**src/acclu_pkg.sv**
```systemverilog
package acclu_pkg;
    // datapath widths
    localparam int ACCLU_ACC_W = 32;
    localparam int ACCLU_WORD_W = 16;
    localparam int ACCLU_ADDR_W = 16;
    localparam int ACCLU_CNT_W = 6;
    localparam int ACCLU_OCT_DIGITS = 6;
    localparam int ACCLU_STACK_DEPTH = 8;
    // values after reset
    localparam logic [31:0] ACCLU_ACC_RST = 32'h0000_0000;
    localparam logic [15:0] ACCLU_ADDR_RST = 16'h0000;
    localparam logic [5:0] ACCLU_CNT_RST = 6'h01;
    // bit field length limits
    localparam logic [5:0] ACCLU_MIN_BITS = 6'h01;
    localparam logic [5:0] ACCLU_MAX_BITS = 6'h20;
    // word step between the two halves of a double load
    localparam logic [15:0] ACCLU_WORD_STEP = 16'h0001;

    typedef enum logic [1:0] {
        load_double_op = 2'h0,
        load_bit_field_op = 2'h1,
        load_octal_address_op = 2'h2,
        load_indexed_op = 2'h3
    } acclu_op_t;

    typedef enum logic [3:0] {
        ACCLU_IDLE = 4'h1,
        ACCLU_WAIT_LO = 4'h2,
        ACCLU_WAIT_HI = 4'h4,
        ACCLU_WAIT_BITS = 4'h8
    } acclu_state_t;
endpackage : acclu_pkg

```
**src/acclu_octal_conv.sv**
```systemverilog
`timescale 1ns/1ps
// packs octal digits (one per nibble, digit 0 lowest) into a binary value
module acclu_octal_conv
    import acclu_pkg::*;
#(
    parameter int DIGITS = ACCLU_OCT_DIGITS
) (
    input wire logic [4*DIGITS-1:0] octal_digits,
    output logic [15:0] binary_value
);
    logic [3*DIGITS-1:0] packed_bits;

    // each octal digit is exactly three binary bits; nibble bit 3 is ignored
    genvar g;
    generate
        for (g = 0; g < DIGITS; g++) begin : g_digit
            assign packed_bits[3*g +: 3] = octal_digits[4*g +: 3];
        end
    endgenerate

    // six digits give 18 bits; the top two fall outside the 16-bit result
    assign binary_value = packed_bits[15:0];
endmodule : acclu_octal_conv

```
**src/acclu_load_unit.sv**
```systemverilog
// Operation
// RL1 - double load puts a full 32-bit operand from two words or constant
// RL2 - first memory word fills bits 15..0, next word fills bits 31..16
// RL3 - zero flag set when newly loaded accumulator is zero, else cleared
// RL4 - a load pushes the previous accumulator onto stack level one first
// RL5 - bit field load copies 1 to 32 consecutive bits from start address
// RL6 - first bit goes to bit 0; bits above the count are forced zero
// RL7 - address load converts octal operand to binary, loaded as 16 bits
// RL8 - indexed load adds stack level one offset to the source address
// RL9 - indexed load puts read word in bits 15..0, clears bits 31..16
// RL10 - stack level one offset is used as plain binary, never as octal
// RL11 - program gives address parameters in octal notation
`timescale 1ns/1ps
module acclu_load_unit
    import acclu_pkg::*;
#(
    parameter int STACK_DEPTH = ACCLU_STACK_DEPTH
) (
    input wire logic clk,
    input wire logic sys_rst,
    input wire logic cmd_valid,
    output logic cmd_ready,
    input wire acclu_op_t cmd_op,
    input wire logic cmd_use_const,
    input wire logic [15:0] cmd_addr,
    input wire logic [31:0] cmd_const,
    input wire logic [4*ACCLU_OCT_DIGITS-1:0] cmd_octal,
    input wire logic [5:0] cmd_bit_count,
    output logic mem_req,
    output logic [15:0] mem_addr,
    input wire logic mem_ack,
    input wire logic [15:0] mem_rdata,
    output logic bit_req,
    output logic [15:0] bit_addr,
    input wire logic bit_ack,
    input wire logic [31:0] bit_rdata,
    output logic [31:0] acc,
    output logic acc_zero_flag,
    output logic load_done,
    output logic [31:0] stack_level1
);
    acclu_state_t state;
    acclu_op_t cur_op;
    logic [5:0] bit_count;
    logic [15:0] octal_value;
    logic [31:0] field_mask;
    logic [5:0] next_count;
    logic accept;
    logic commit;
    logic [31:0] next_acc;
    logic [31:0] stack [STACK_DEPTH];

    acclu_octal_conv #(
        .DIGITS(ACCLU_OCT_DIGITS)
    ) u_octal (
        .octal_digits(cmd_octal),
        .binary_value(octal_value)
    );

    // a new command is taken only while nothing is outstanding
    assign cmd_ready = (state == ACCLU_IDLE);
    assign accept = cmd_valid && cmd_ready;
    assign mem_req = (state == ACCLU_WAIT_LO) || (state == ACCLU_WAIT_HI);
    assign bit_req = (state == ACCLU_WAIT_BITS);
    assign stack_level1 = stack[0];

    // lengths outside 1..32 are clamped rather than refused
    always_comb begin
        next_count = cmd_bit_count;
        if (cmd_bit_count < ACCLU_MIN_BITS) begin
            next_count = ACCLU_MIN_BITS;
        end else if (cmd_bit_count > ACCLU_MAX_BITS) begin
            next_count = ACCLU_MAX_BITS;
        end
    end

    // ones in the low bit_count positions
    always_comb begin
        field_mask = '0;
        for (int i = 0; i < ACCLU_ACC_W; i++) begin
            field_mask[i] = (i < int'(bit_count));
        end
    end

    // value and moment of every completed accumulator load
    always_comb begin
        commit = 1'b0;
        next_acc = acc;
        if (accept && cmd_op == load_double_op && cmd_use_const) begin
            // RL1 constant double load
            commit = 1'b1;
            next_acc = cmd_const;
        end else if (accept && cmd_op == load_octal_address_op) begin
            // RL7 octal to binary
            commit = 1'b1;
            next_acc = {16'h0000, octal_value};
        end else if (state == ACCLU_WAIT_LO && mem_ack && cur_op == load_indexed_op) begin
            // RL9 upper half cleared
            commit = 1'b1;
            next_acc = {16'h0000, mem_rdata};
        end else if (state == ACCLU_WAIT_HI && mem_ack) begin
            // RL2 high word on top
            commit = 1'b1;
            next_acc = {mem_rdata, acc[15:0]};
        end else if (state == ACCLU_WAIT_BITS && bit_ack) begin
            // RL6 zero above count
            commit = 1'b1;
            next_acc = bit_rdata & field_mask;
        end
    end

    // sequencing of memory reads
    always_ff @(posedge clk) begin
        if (sys_rst) begin
            state <= ACCLU_IDLE;
            cur_op <= load_double_op;
            bit_count <= ACCLU_CNT_RST;
        end else begin
            unique case (state)
                ACCLU_IDLE: begin
                    if (accept) begin
                        cur_op <= cmd_op;
                        bit_count <= next_count;
                        if (cmd_op == load_bit_field_op) begin
                            state <= ACCLU_WAIT_BITS;
                        end else if (cmd_op == load_indexed_op) begin
                            state <= ACCLU_WAIT_LO;
                        end else if (cmd_op == load_double_op && !cmd_use_const) begin
                            state <= ACCLU_WAIT_LO;
                        end
                    end
                end
                ACCLU_WAIT_LO: begin
                    if (mem_ack) begin
                        state <= (cur_op == load_indexed_op) ? ACCLU_IDLE : ACCLU_WAIT_HI;
                    end
                end
                ACCLU_WAIT_HI: begin
                    if (mem_ack) begin
                        state <= ACCLU_IDLE;
                    end
                end
                ACCLU_WAIT_BITS: begin
                    if (bit_ack) begin
                        state <= ACCLU_IDLE;
                    end
                end
            endcase
        end
    end

    // read addresses are held steady while a request is open
    always_ff @(posedge clk) begin
        if (sys_rst) begin
            mem_addr <= ACCLU_ADDR_RST;
            bit_addr <= ACCLU_ADDR_RST;
        end else if (accept) begin
            // RL8 RL10 binary offset add
            if (cmd_op == load_indexed_op) begin
                mem_addr <= cmd_addr + acc[15:0];
            end else begin
                mem_addr <= cmd_addr;
            end
            // RL5 field start address
            bit_addr <= cmd_addr;
        end else if (state == ACCLU_WAIT_LO && mem_ack) begin
            // RL2 next word address
            mem_addr <= mem_addr + ACCLU_WORD_STEP;
        end
    end

    // low half of a memory double load lands first
    always_ff @(posedge clk) begin
        if (sys_rst) begin
            acc <= ACCLU_ACC_RST;
        end else if (commit) begin
            acc <= next_acc;
        end else if (state == ACCLU_WAIT_LO && mem_ack) begin
            // RL1 RL2 low word first
            acc <= {16'h0000, mem_rdata};
        end
    end

    // flag follows only completed loads, not the half-loaded double value
    always_ff @(posedge clk) begin
        if (sys_rst) begin
            acc_zero_flag <= 1'b1;
            load_done <= 1'b0;
        end else begin
            load_done <= commit;
            if (commit) begin
                // RL3 zero flag update
                acc_zero_flag <= (next_acc == ACCLU_ACC_RST);
            end
        end
    end

    // accumulator stack; the oldest level falls off the bottom
    always_ff @(posedge clk) begin
        if (sys_rst) begin
            for (int i = 0; i < STACK_DEPTH; i++) begin
                stack[i] <= ACCLU_ACC_RST;
            end
        end else if (accept) begin
            // RL4 push previous value
            stack[0] <= acc;
            for (int i = 1; i < STACK_DEPTH; i++) begin
                stack[i] <= stack[i-1];
            end
        end
    end
endmodule : acclu_load_unit

```
**config.mk**
```make
export PLATFORM = sky130hd
export DESIGN_NAME = acclu_load_unit
export DESIGN_NICKNAME = d
export VERILOG_FILES = /design/src/acclu_pkg.sv /design/src/acclu_octal_conv.sv /design/src/acclu_load_unit.sv
export SDC_FILE = /design/constraint.sdc
export NUM_CORES = 1
export LEC_CHECK = 0
export ABC_AREA = 1
export BUFFER_PORTS_ARGS = -buffer_cell sky130_fd_sc_hd__buf_2
export CORE_UTILIZATION = 55
export DETAILED_ROUTE_END_ITERATION = 8
export GPL_ROUTABILITY_DRIVEN = 0
export GPL_TIMING_DRIVEN = 0
export PLACE_DENSITY_LB_ADDON = 0.08
export SLEW_MARGIN = 20
export SYNTH_ARGS = -nofsm -noshare
export SYNTH_HDL_FRONTEND = slang
export SYNTH_SLANG_ARGS = --single-unit
```
**constraint.sdc**
```tcl
create_clock -name clk -period 4.9 [get_ports clk]
set_clock_uncertainty 0.2 [all_clocks]
set_input_delay 0 -clock clk [delete_from_list [all_inputs] [get_ports clk]]
set_output_delay 0 -clock clk [all_outputs]
set_load 0.02 [all_outputs]
```
==> results of run 1 <==
==> metal layers <==
layer,GRT usage (%),part of all wire (%),vias up,wire length [µm]
met1,55.9,39,4087,11000
met5,0,0,-,0
li1,-,-,4252,-
met2,62.7,42,742,11800
met4,20.4,5.0,0,1400
met3,11.0,14,124,4010
==> repair_timing <==
item | 4_1_cts | 5_1_grt
hold buffers | 89 | 0
gates resized for setup | 0 | 0
endpoints found under the hold margin | 77 | 0
setup buffers | 0 | 0
==> area by class of cell <==
class,count,area [µm²]
Clock buffer,10,239
Inverter,142,533
Fill cell,1056,2940
Timing Repair Buffer,315,2040
Sequential cell,110,2520
Clock inverter,6,45.0
Tap cell,172,215
Buffer,43,205
Multi-Input combinational cell,790,3980
==> synth_stat cells, types with 5 or more instances <==
cell      instances
ha_1             16
a21oi_1          55
nand3_1          95
buf_2            20
edfxtp_1         32
xnor2_1           5
o22ai_1          24
nand4_1          16
nor3_1           12
a21boi_1         10
nor2_1          106
a31oi_1           5
nand2_1         277
inv_1           134
a21boi_0          8
o21ai_0          81
inv_2             5
dfxtp_1          78
xor2_1           11
or2_1             5
o211ai_1         10
clkbuf_1         17
==> state kept, by name, summed over array words and instances (netlist names), 2 cells and up <==
register,cells
acc,32
stack,32
bit_addr,16
mem_addr,16
bit_count,6
state,4
cur_op,2
==> layout by cell type, fill, tap and decap left out, drive strengths merged, types with 11 or more instances in the layout <==
master         n
nor2         114
o21ai         85
o22ai         24
nand2        281
dlygate4sd3   89
clkbuf        27
nand3         98
edfxtp        32
nor3          13
buf          252
inv          141
nand4         16
xor2          11
dfxtp         78
ha            16
a21oi         55
a21boi        18
==> per-stage QoR <==
step,hold WS [ns],instance area [µm²],setup WS (ns),instances,utilization (%)
after floorplan,-0.131,7240,2.35,1085,-
after global placement,0.0520,8580,1.54,1482,67.4
after detailed placement,0.0519,8610,2.08,1483,67.7
after CTS,0.00432,9780,1.61,1588,76.9
after global routing,0.0422,9780,1.29,1588,76.9
final,0.0276,9780,1.43,1588,76.9
==> power by group <==
part | switching, mW | internal [mW]
logic | 1.33 | 0.697
clock network | 0.360 | 0.364
registers | 0.206 | 1.15
==> worst register-to-register path: cells and delay by family (launching register included) <==
kind,cells,cell delay [ns]
buffers and inverters,5,2.10
and+or+nand+nor,3,0.59
DFF,1,0.32
AOI/OAI and AO/OA,2,0.22
==> path summary, 6_finish.rpt <==
kind | start | endpoint | slack [ns] | depth (start not counted)
hold / removal | cmd_octal[0] | acc[0]$_SDFFE_PP0P_ | 0.03 | 5
setup reg to reg | cur_op[0]$_SDFFE_PP0P_ | acc[10]$_SDFFE_PP0P_ | 1.43 | 10
setup / recovery | cur_op[0]$_SDFFE_PP0P_ | acc[10]$_SDFFE_PP0P_ | 1.43 | 10
hold reg to reg | bit_addr[4]$_SDFFE_PP0N_ | bit_addr[4]$_SDFFE_PP0N_ | 0.25 | 2
==> cell families after synthesis <==
kind of cell               after synthesis  share of synthesized area, %
and+or+nand+nor                        535                          32.1
DFF                                    110                          34.8
buffers and inverters                  185                          10.2
AOI/OAI and AO/OA                      222                          17.9
xor gates and xnor gates                16                          1.94
adders and majority gates               17                          3.04
==> results.yml, run 1 <==
setup_path:
  end_kind: "flop"
  worstPathRequired_ns: 5.00
  critPathLaunchType: "flop"
  slowest_delay_ns: 0.59
  cp_max_fo: 10
  cp_top_family: "buffers and inverters"
  crit_path_frequent_cell: "dlygate4sd3_1"
  worstPathCellList: "nand2_1, clkinv_1, nand3_2, nand3_1, inv_2, buf_1, a21oi_1, dlygate4sd3_1, o22ai_1, dlygate4sd3_1"
  criticalPathCategory: "flop to flop"
  path_buf_inv: 5
  cp.arrival_ns: 3.57
  cp_slowest_cell: "dlygate4sd3_1"
floorplanning:
  start_util_pct: 56.9
  die-area_um2: 13600
  ios: 235
  fp.dieW_um: 117
  die_y_um: 117
  row_count: 41
  coreArea_um2: 12700
clock_tree:
  root_buffer: "clkbuf_16"
  cts.sinks: 110
  cts_buffer_depth: 2
  clk_latency_ns: 0.36
  cts_max_level: 3
  cts_tree: "yes"
  numCtsBuffers: 9
  path_clk_slew_ns: 0.08
sta:
  final.min_clock_period_ns: 3.47
  final.period_utilization_pct: 70.9
  maxSlewHeadroom_pct: 47.2
  rsz0062_at_grt: "false"
  slew_viol_final: 0
  max_freq_mhz: 288
  hold_viol_final: 0
  timing.setup.tns_ns: 0
  worst-slew-pin-transition_ns: 0.788
  setup_violations: 0
yosys:
  synthArstFlopShare_pct: 0
  synth_edf_count: 32
  yosysSeqAreaShare_pct: 34.8
  syn_area_um2: 7240
  yosysWarningCount: 0
  synthDistinctLibCells: 51
  syn_area_per_cell_um2: 6.67
  synthCells: 1085
  synth.ff_latch_count: 110
  yosys_most_used_dff: "dfxtp_1"
  synth.area.top_cells: "dfxtp_1, nand2_1, edfxtp_1"
  synth.top_cell.area_share_pct: 21.6
  yosysTopAreaCell: "dfxtp_1"
  synth_fp_nets: 1236
detailed_routing:
  drcViolationCount: 0
  first_pass_iters: 9
  drtIter0Drc: 1424
  drt_wl_total_mm: 28.2
  ant_nets: 0
  vias: 9205
  avgRoutedWirePerCell_um: 17.8
  viasPerCell: 5.80
pwr:
  vdd_ir_drop_max_v: 0.000322
  power.total_mw: 4.10
  p_leak_nw: 4.82
  p_per_area_nw_per_um2: 419
status:
  status: "complete, no violations"
layout:
  n_antenna_cell: 0
  drive_gt1_share_pct: 20.5
  area_growth_pct: 35.2
  nNetsFinal: 1562
global_route:
  grt_start_max_net_pins: 24
  antenna_found_initial: 0
  overflow: 0
  track_usage_pct: 41.9
  grt_pass1_vias: 8210
  grt_pass1_wl_mm: 42.6
hold_path:
  min_path_type: "input pin to flop"
placement:
  portBuffers: 225
  place_hpwl_mm: 20.9
run:
  cap_viol_max_count: 0
Note: power is estimated with default switching activity, not from simulation.
==> inputs of run 2 (changes only) <==
--- a/config.mk
+++ b/config.mk
@@ -7,7 +7,7 @@
 export LEC_CHECK = 0
 export ABC_AREA = 1
 export BUFFER_PORTS_ARGS = -buffer_cell sky130_fd_sc_hd__buf_2
-export CORE_UTILIZATION = 55
+export CORE_UTILIZATION = 47
 export DETAILED_ROUTE_END_ITERATION = 8
 export GPL_ROUTABILITY_DRIVEN = 0
 export GPL_TIMING_DRIVEN = 0
==> constraint.sdc (replaced) <==
create_clock -name clk -period 3.1 [get_ports clk]
set_clock_uncertainty 0.2 [all_clocks]
set_input_delay 0 -clock clk [delete_from_list [all_inputs] [get_ports clk]]
set_output_delay 0 -clock clk [all_outputs]
set_load 0.02 [all_outputs]
==> results.yml, run 2 (synthesis gave the netlist of run 1 again) <==
clock_tree:
  cts_tree: "yes"
  path_clk_slew_ns: 0.08
  numCtsBuffers: 9
  cts.sinks: 110
  post_cts_buffers: 0
  cts_buffer_depth: 2
  cts_max_level: 3
  clk_latency_ns: 0.36
  root_buffer: "clkbuf_16"
placement:
  place_hpwl_mm: 21.7
  dp_cells: 1495
  portBuffers: 225
pwr:
  p_per_area_nw_per_um2: 658
  vdd_ir_drop_max_v: 0.000392
  p_leak_nw: 4.82
  power.total_mw: 6.49
layout:
  final_common_cell: "nand2_1"
  multiInputGateArea_um2: 4000
  drive_gt1_share_pct: 20.6
  utilization_pct: 66.9
  n_antenna_cell: 0
  nNetsFinal: 1568
  final_cell_mix: "nand2_1, buf_2, inv_1"
  largestRegisters: "acc (32), stack (32)"
  area_growth_pct: 36.3
  stdcell_count: 1606
  regArea_um2: 2520
  num-fill-cells: 1355
global_route:
  grt_pass1_vias: 8291
  grt.busiest_layer: "met2"
  antenna_found_initial: 0
  grt_start_max_net_pins: 24
  grtUsageMet1_pct: 50.4
  use_met2_pct: 55.0
  track_usage_pct: 36.4
  overflow: 0
  grt_util_met3_pct: 7.05
  grt_pass1_wl_mm: 44.5
detailed_routing:
  drtIter0Drc: 1120
  viasPerCell: 5.68
  first_pass_iters: 8
  vias: 9121
  drcViolationCount: 0
  ant_nets: 0
  drt_wl_total_mm: 29.0
  avgRoutedWirePerCell_um: 18.1
hold_path:
  worstHoldStart: "bit_ack"
  hold_end: "state[0]$_SDFFE_PP1P_"
  hold_path_depth: 5
  min_path_type: "input pin to flop"
setup_path:
  r2r_start: "state[2]$_SDFFE_PP0P_"
  end_kind: "flop"
  critPathLaunchType: "flop"
  worstPathRequired_ns: 3.21
  worstPathCellList: "inv_1, nor2_1, nand3_2, buf_2, nand3_1, nand3_1, a21boi_0, nand2_1, nor2_1, nand2_1, nor2_1, nand3_1, dlygate4sd3_1, nand2_1"
  cp_slowest_cell: "dlygate4sd3_1"
  cp_max_fo: 10
  reg2reg_to: "acc_zero_flag$_SDFFE_PP1N_"
  path_buf_inv: 3
  rrSetupSlack_ns: 0.06
  cp_top_family: "simple AND/OR/NAND/NOR gates"
  criticalPathCategory: "flop to flop"
  slowest_delay_ns: 0.57
  cp.depth: 14
  cp.arrival_ns: 3.15
  worst-r2r-cell-count: 14
sta:
  hold_ws_ns: 0.00736
  max_freq_mhz: 329
  hold_viol_final: 0
  setup_violations: 0
  rsz0062_at_grt: "true"
  slew_viol_final: 0
  worst-slew-pin-transition_ns: 0.857
  final.min_clock_period_ns: 3.04
  final.period_utilization_pct: 97.9
  maxSlewHeadroom_pct: 42.6
floorplanning:
  start_util_pct: 49.1
  die_y_um: 126
  row_count: 44
  ios: 235
  fp.dieW_um: 126
  coreArea_um2: 14800
  die-area_um2: 15900
run:
  cap_viol_max_count: 0
status:
  status: "complete, no violations"
run 2: stage by stage:
stage               area (µm²)  worst slack, ns  setup TNS (ns)
CTS                       9840           0.0987               0
global placement          8590           -0.321           -3.06
detailed placement        8620            0.239               0
floorplan                 7240            0.555               0
global route              9870          -0.0423         -0.0423
finish                    9870           0.0645               0
run 2: tightest hold or removal path, stage by stage:
cell,delay (ns)
buf_2,0.14
nand3_1,0.13
nand2_1,0.09
inv_1,0.10
nand4_1,0.08
run 2: repair_timing:
| action | CTS | global route |
|---|---|---|
| hold endpoints to repair | 76 | 0 |
| endpoints found under the setup margin | 0 | 3 |
| resized for setup | 0 | 6 |
| hold buffers | 95 | 0 |
run 2: layer usage:
metal  routed length, µm  up-vias
li1                    -     4256
met1               12200     4142
met2               12300      625
met3                3360       98
met4                1160        0
met5                   0        -
run 2: layout make-up:
class | count | share of cell area (%)
Multi-Input combinational cell | 790 | 40.6
Sequential cell | 110 | 25.6
Timing Repair Buffer | 321 | 21.3
Inverter | 142 | 5.44
Tap cell | 184 | 2.33
Clock buffer | 9 | 2.28
Buffer | 43 | 2.08
Clock inverter | 7 | 0.482
run 2: worst max path at each step:
stage / startpoint / end
after floorplan: state[0]$_SDFFE_PP1P_ / bit_addr[9]$_SDFFE_PP0N_
after global placement: state[0]$_SDFFE_PP1P_ / bit_addr[9]$_SDFFE_PP0N_
after detailed placement: acc[1]$_SDFFE_PP0P_ / mem_addr[14]$_SDFFE_PP0P_
after CTS: state[1]$_SDFFE_PP0P_ / bit_count[1]$_SDFFE_PP0P_
after global routing: state[2]$_SDFFE_PP0P_ / acc_zero_flag$_SDFFE_PP1N_
final: state[2]$_SDFFE_PP0P_ / acc_zero_flag$_SDFFE_PP1N_
run 2: power breakdown:
part	total (mW)	leakage [nW]	internal, mW	switching (mW)
registers	2.14	0.973	1.82	0.326
logic	3.20	3.71	1.10	2.10
clock network	1.14	0.134	0.549	0.591
total	6.49	4.82	3.47	3.02
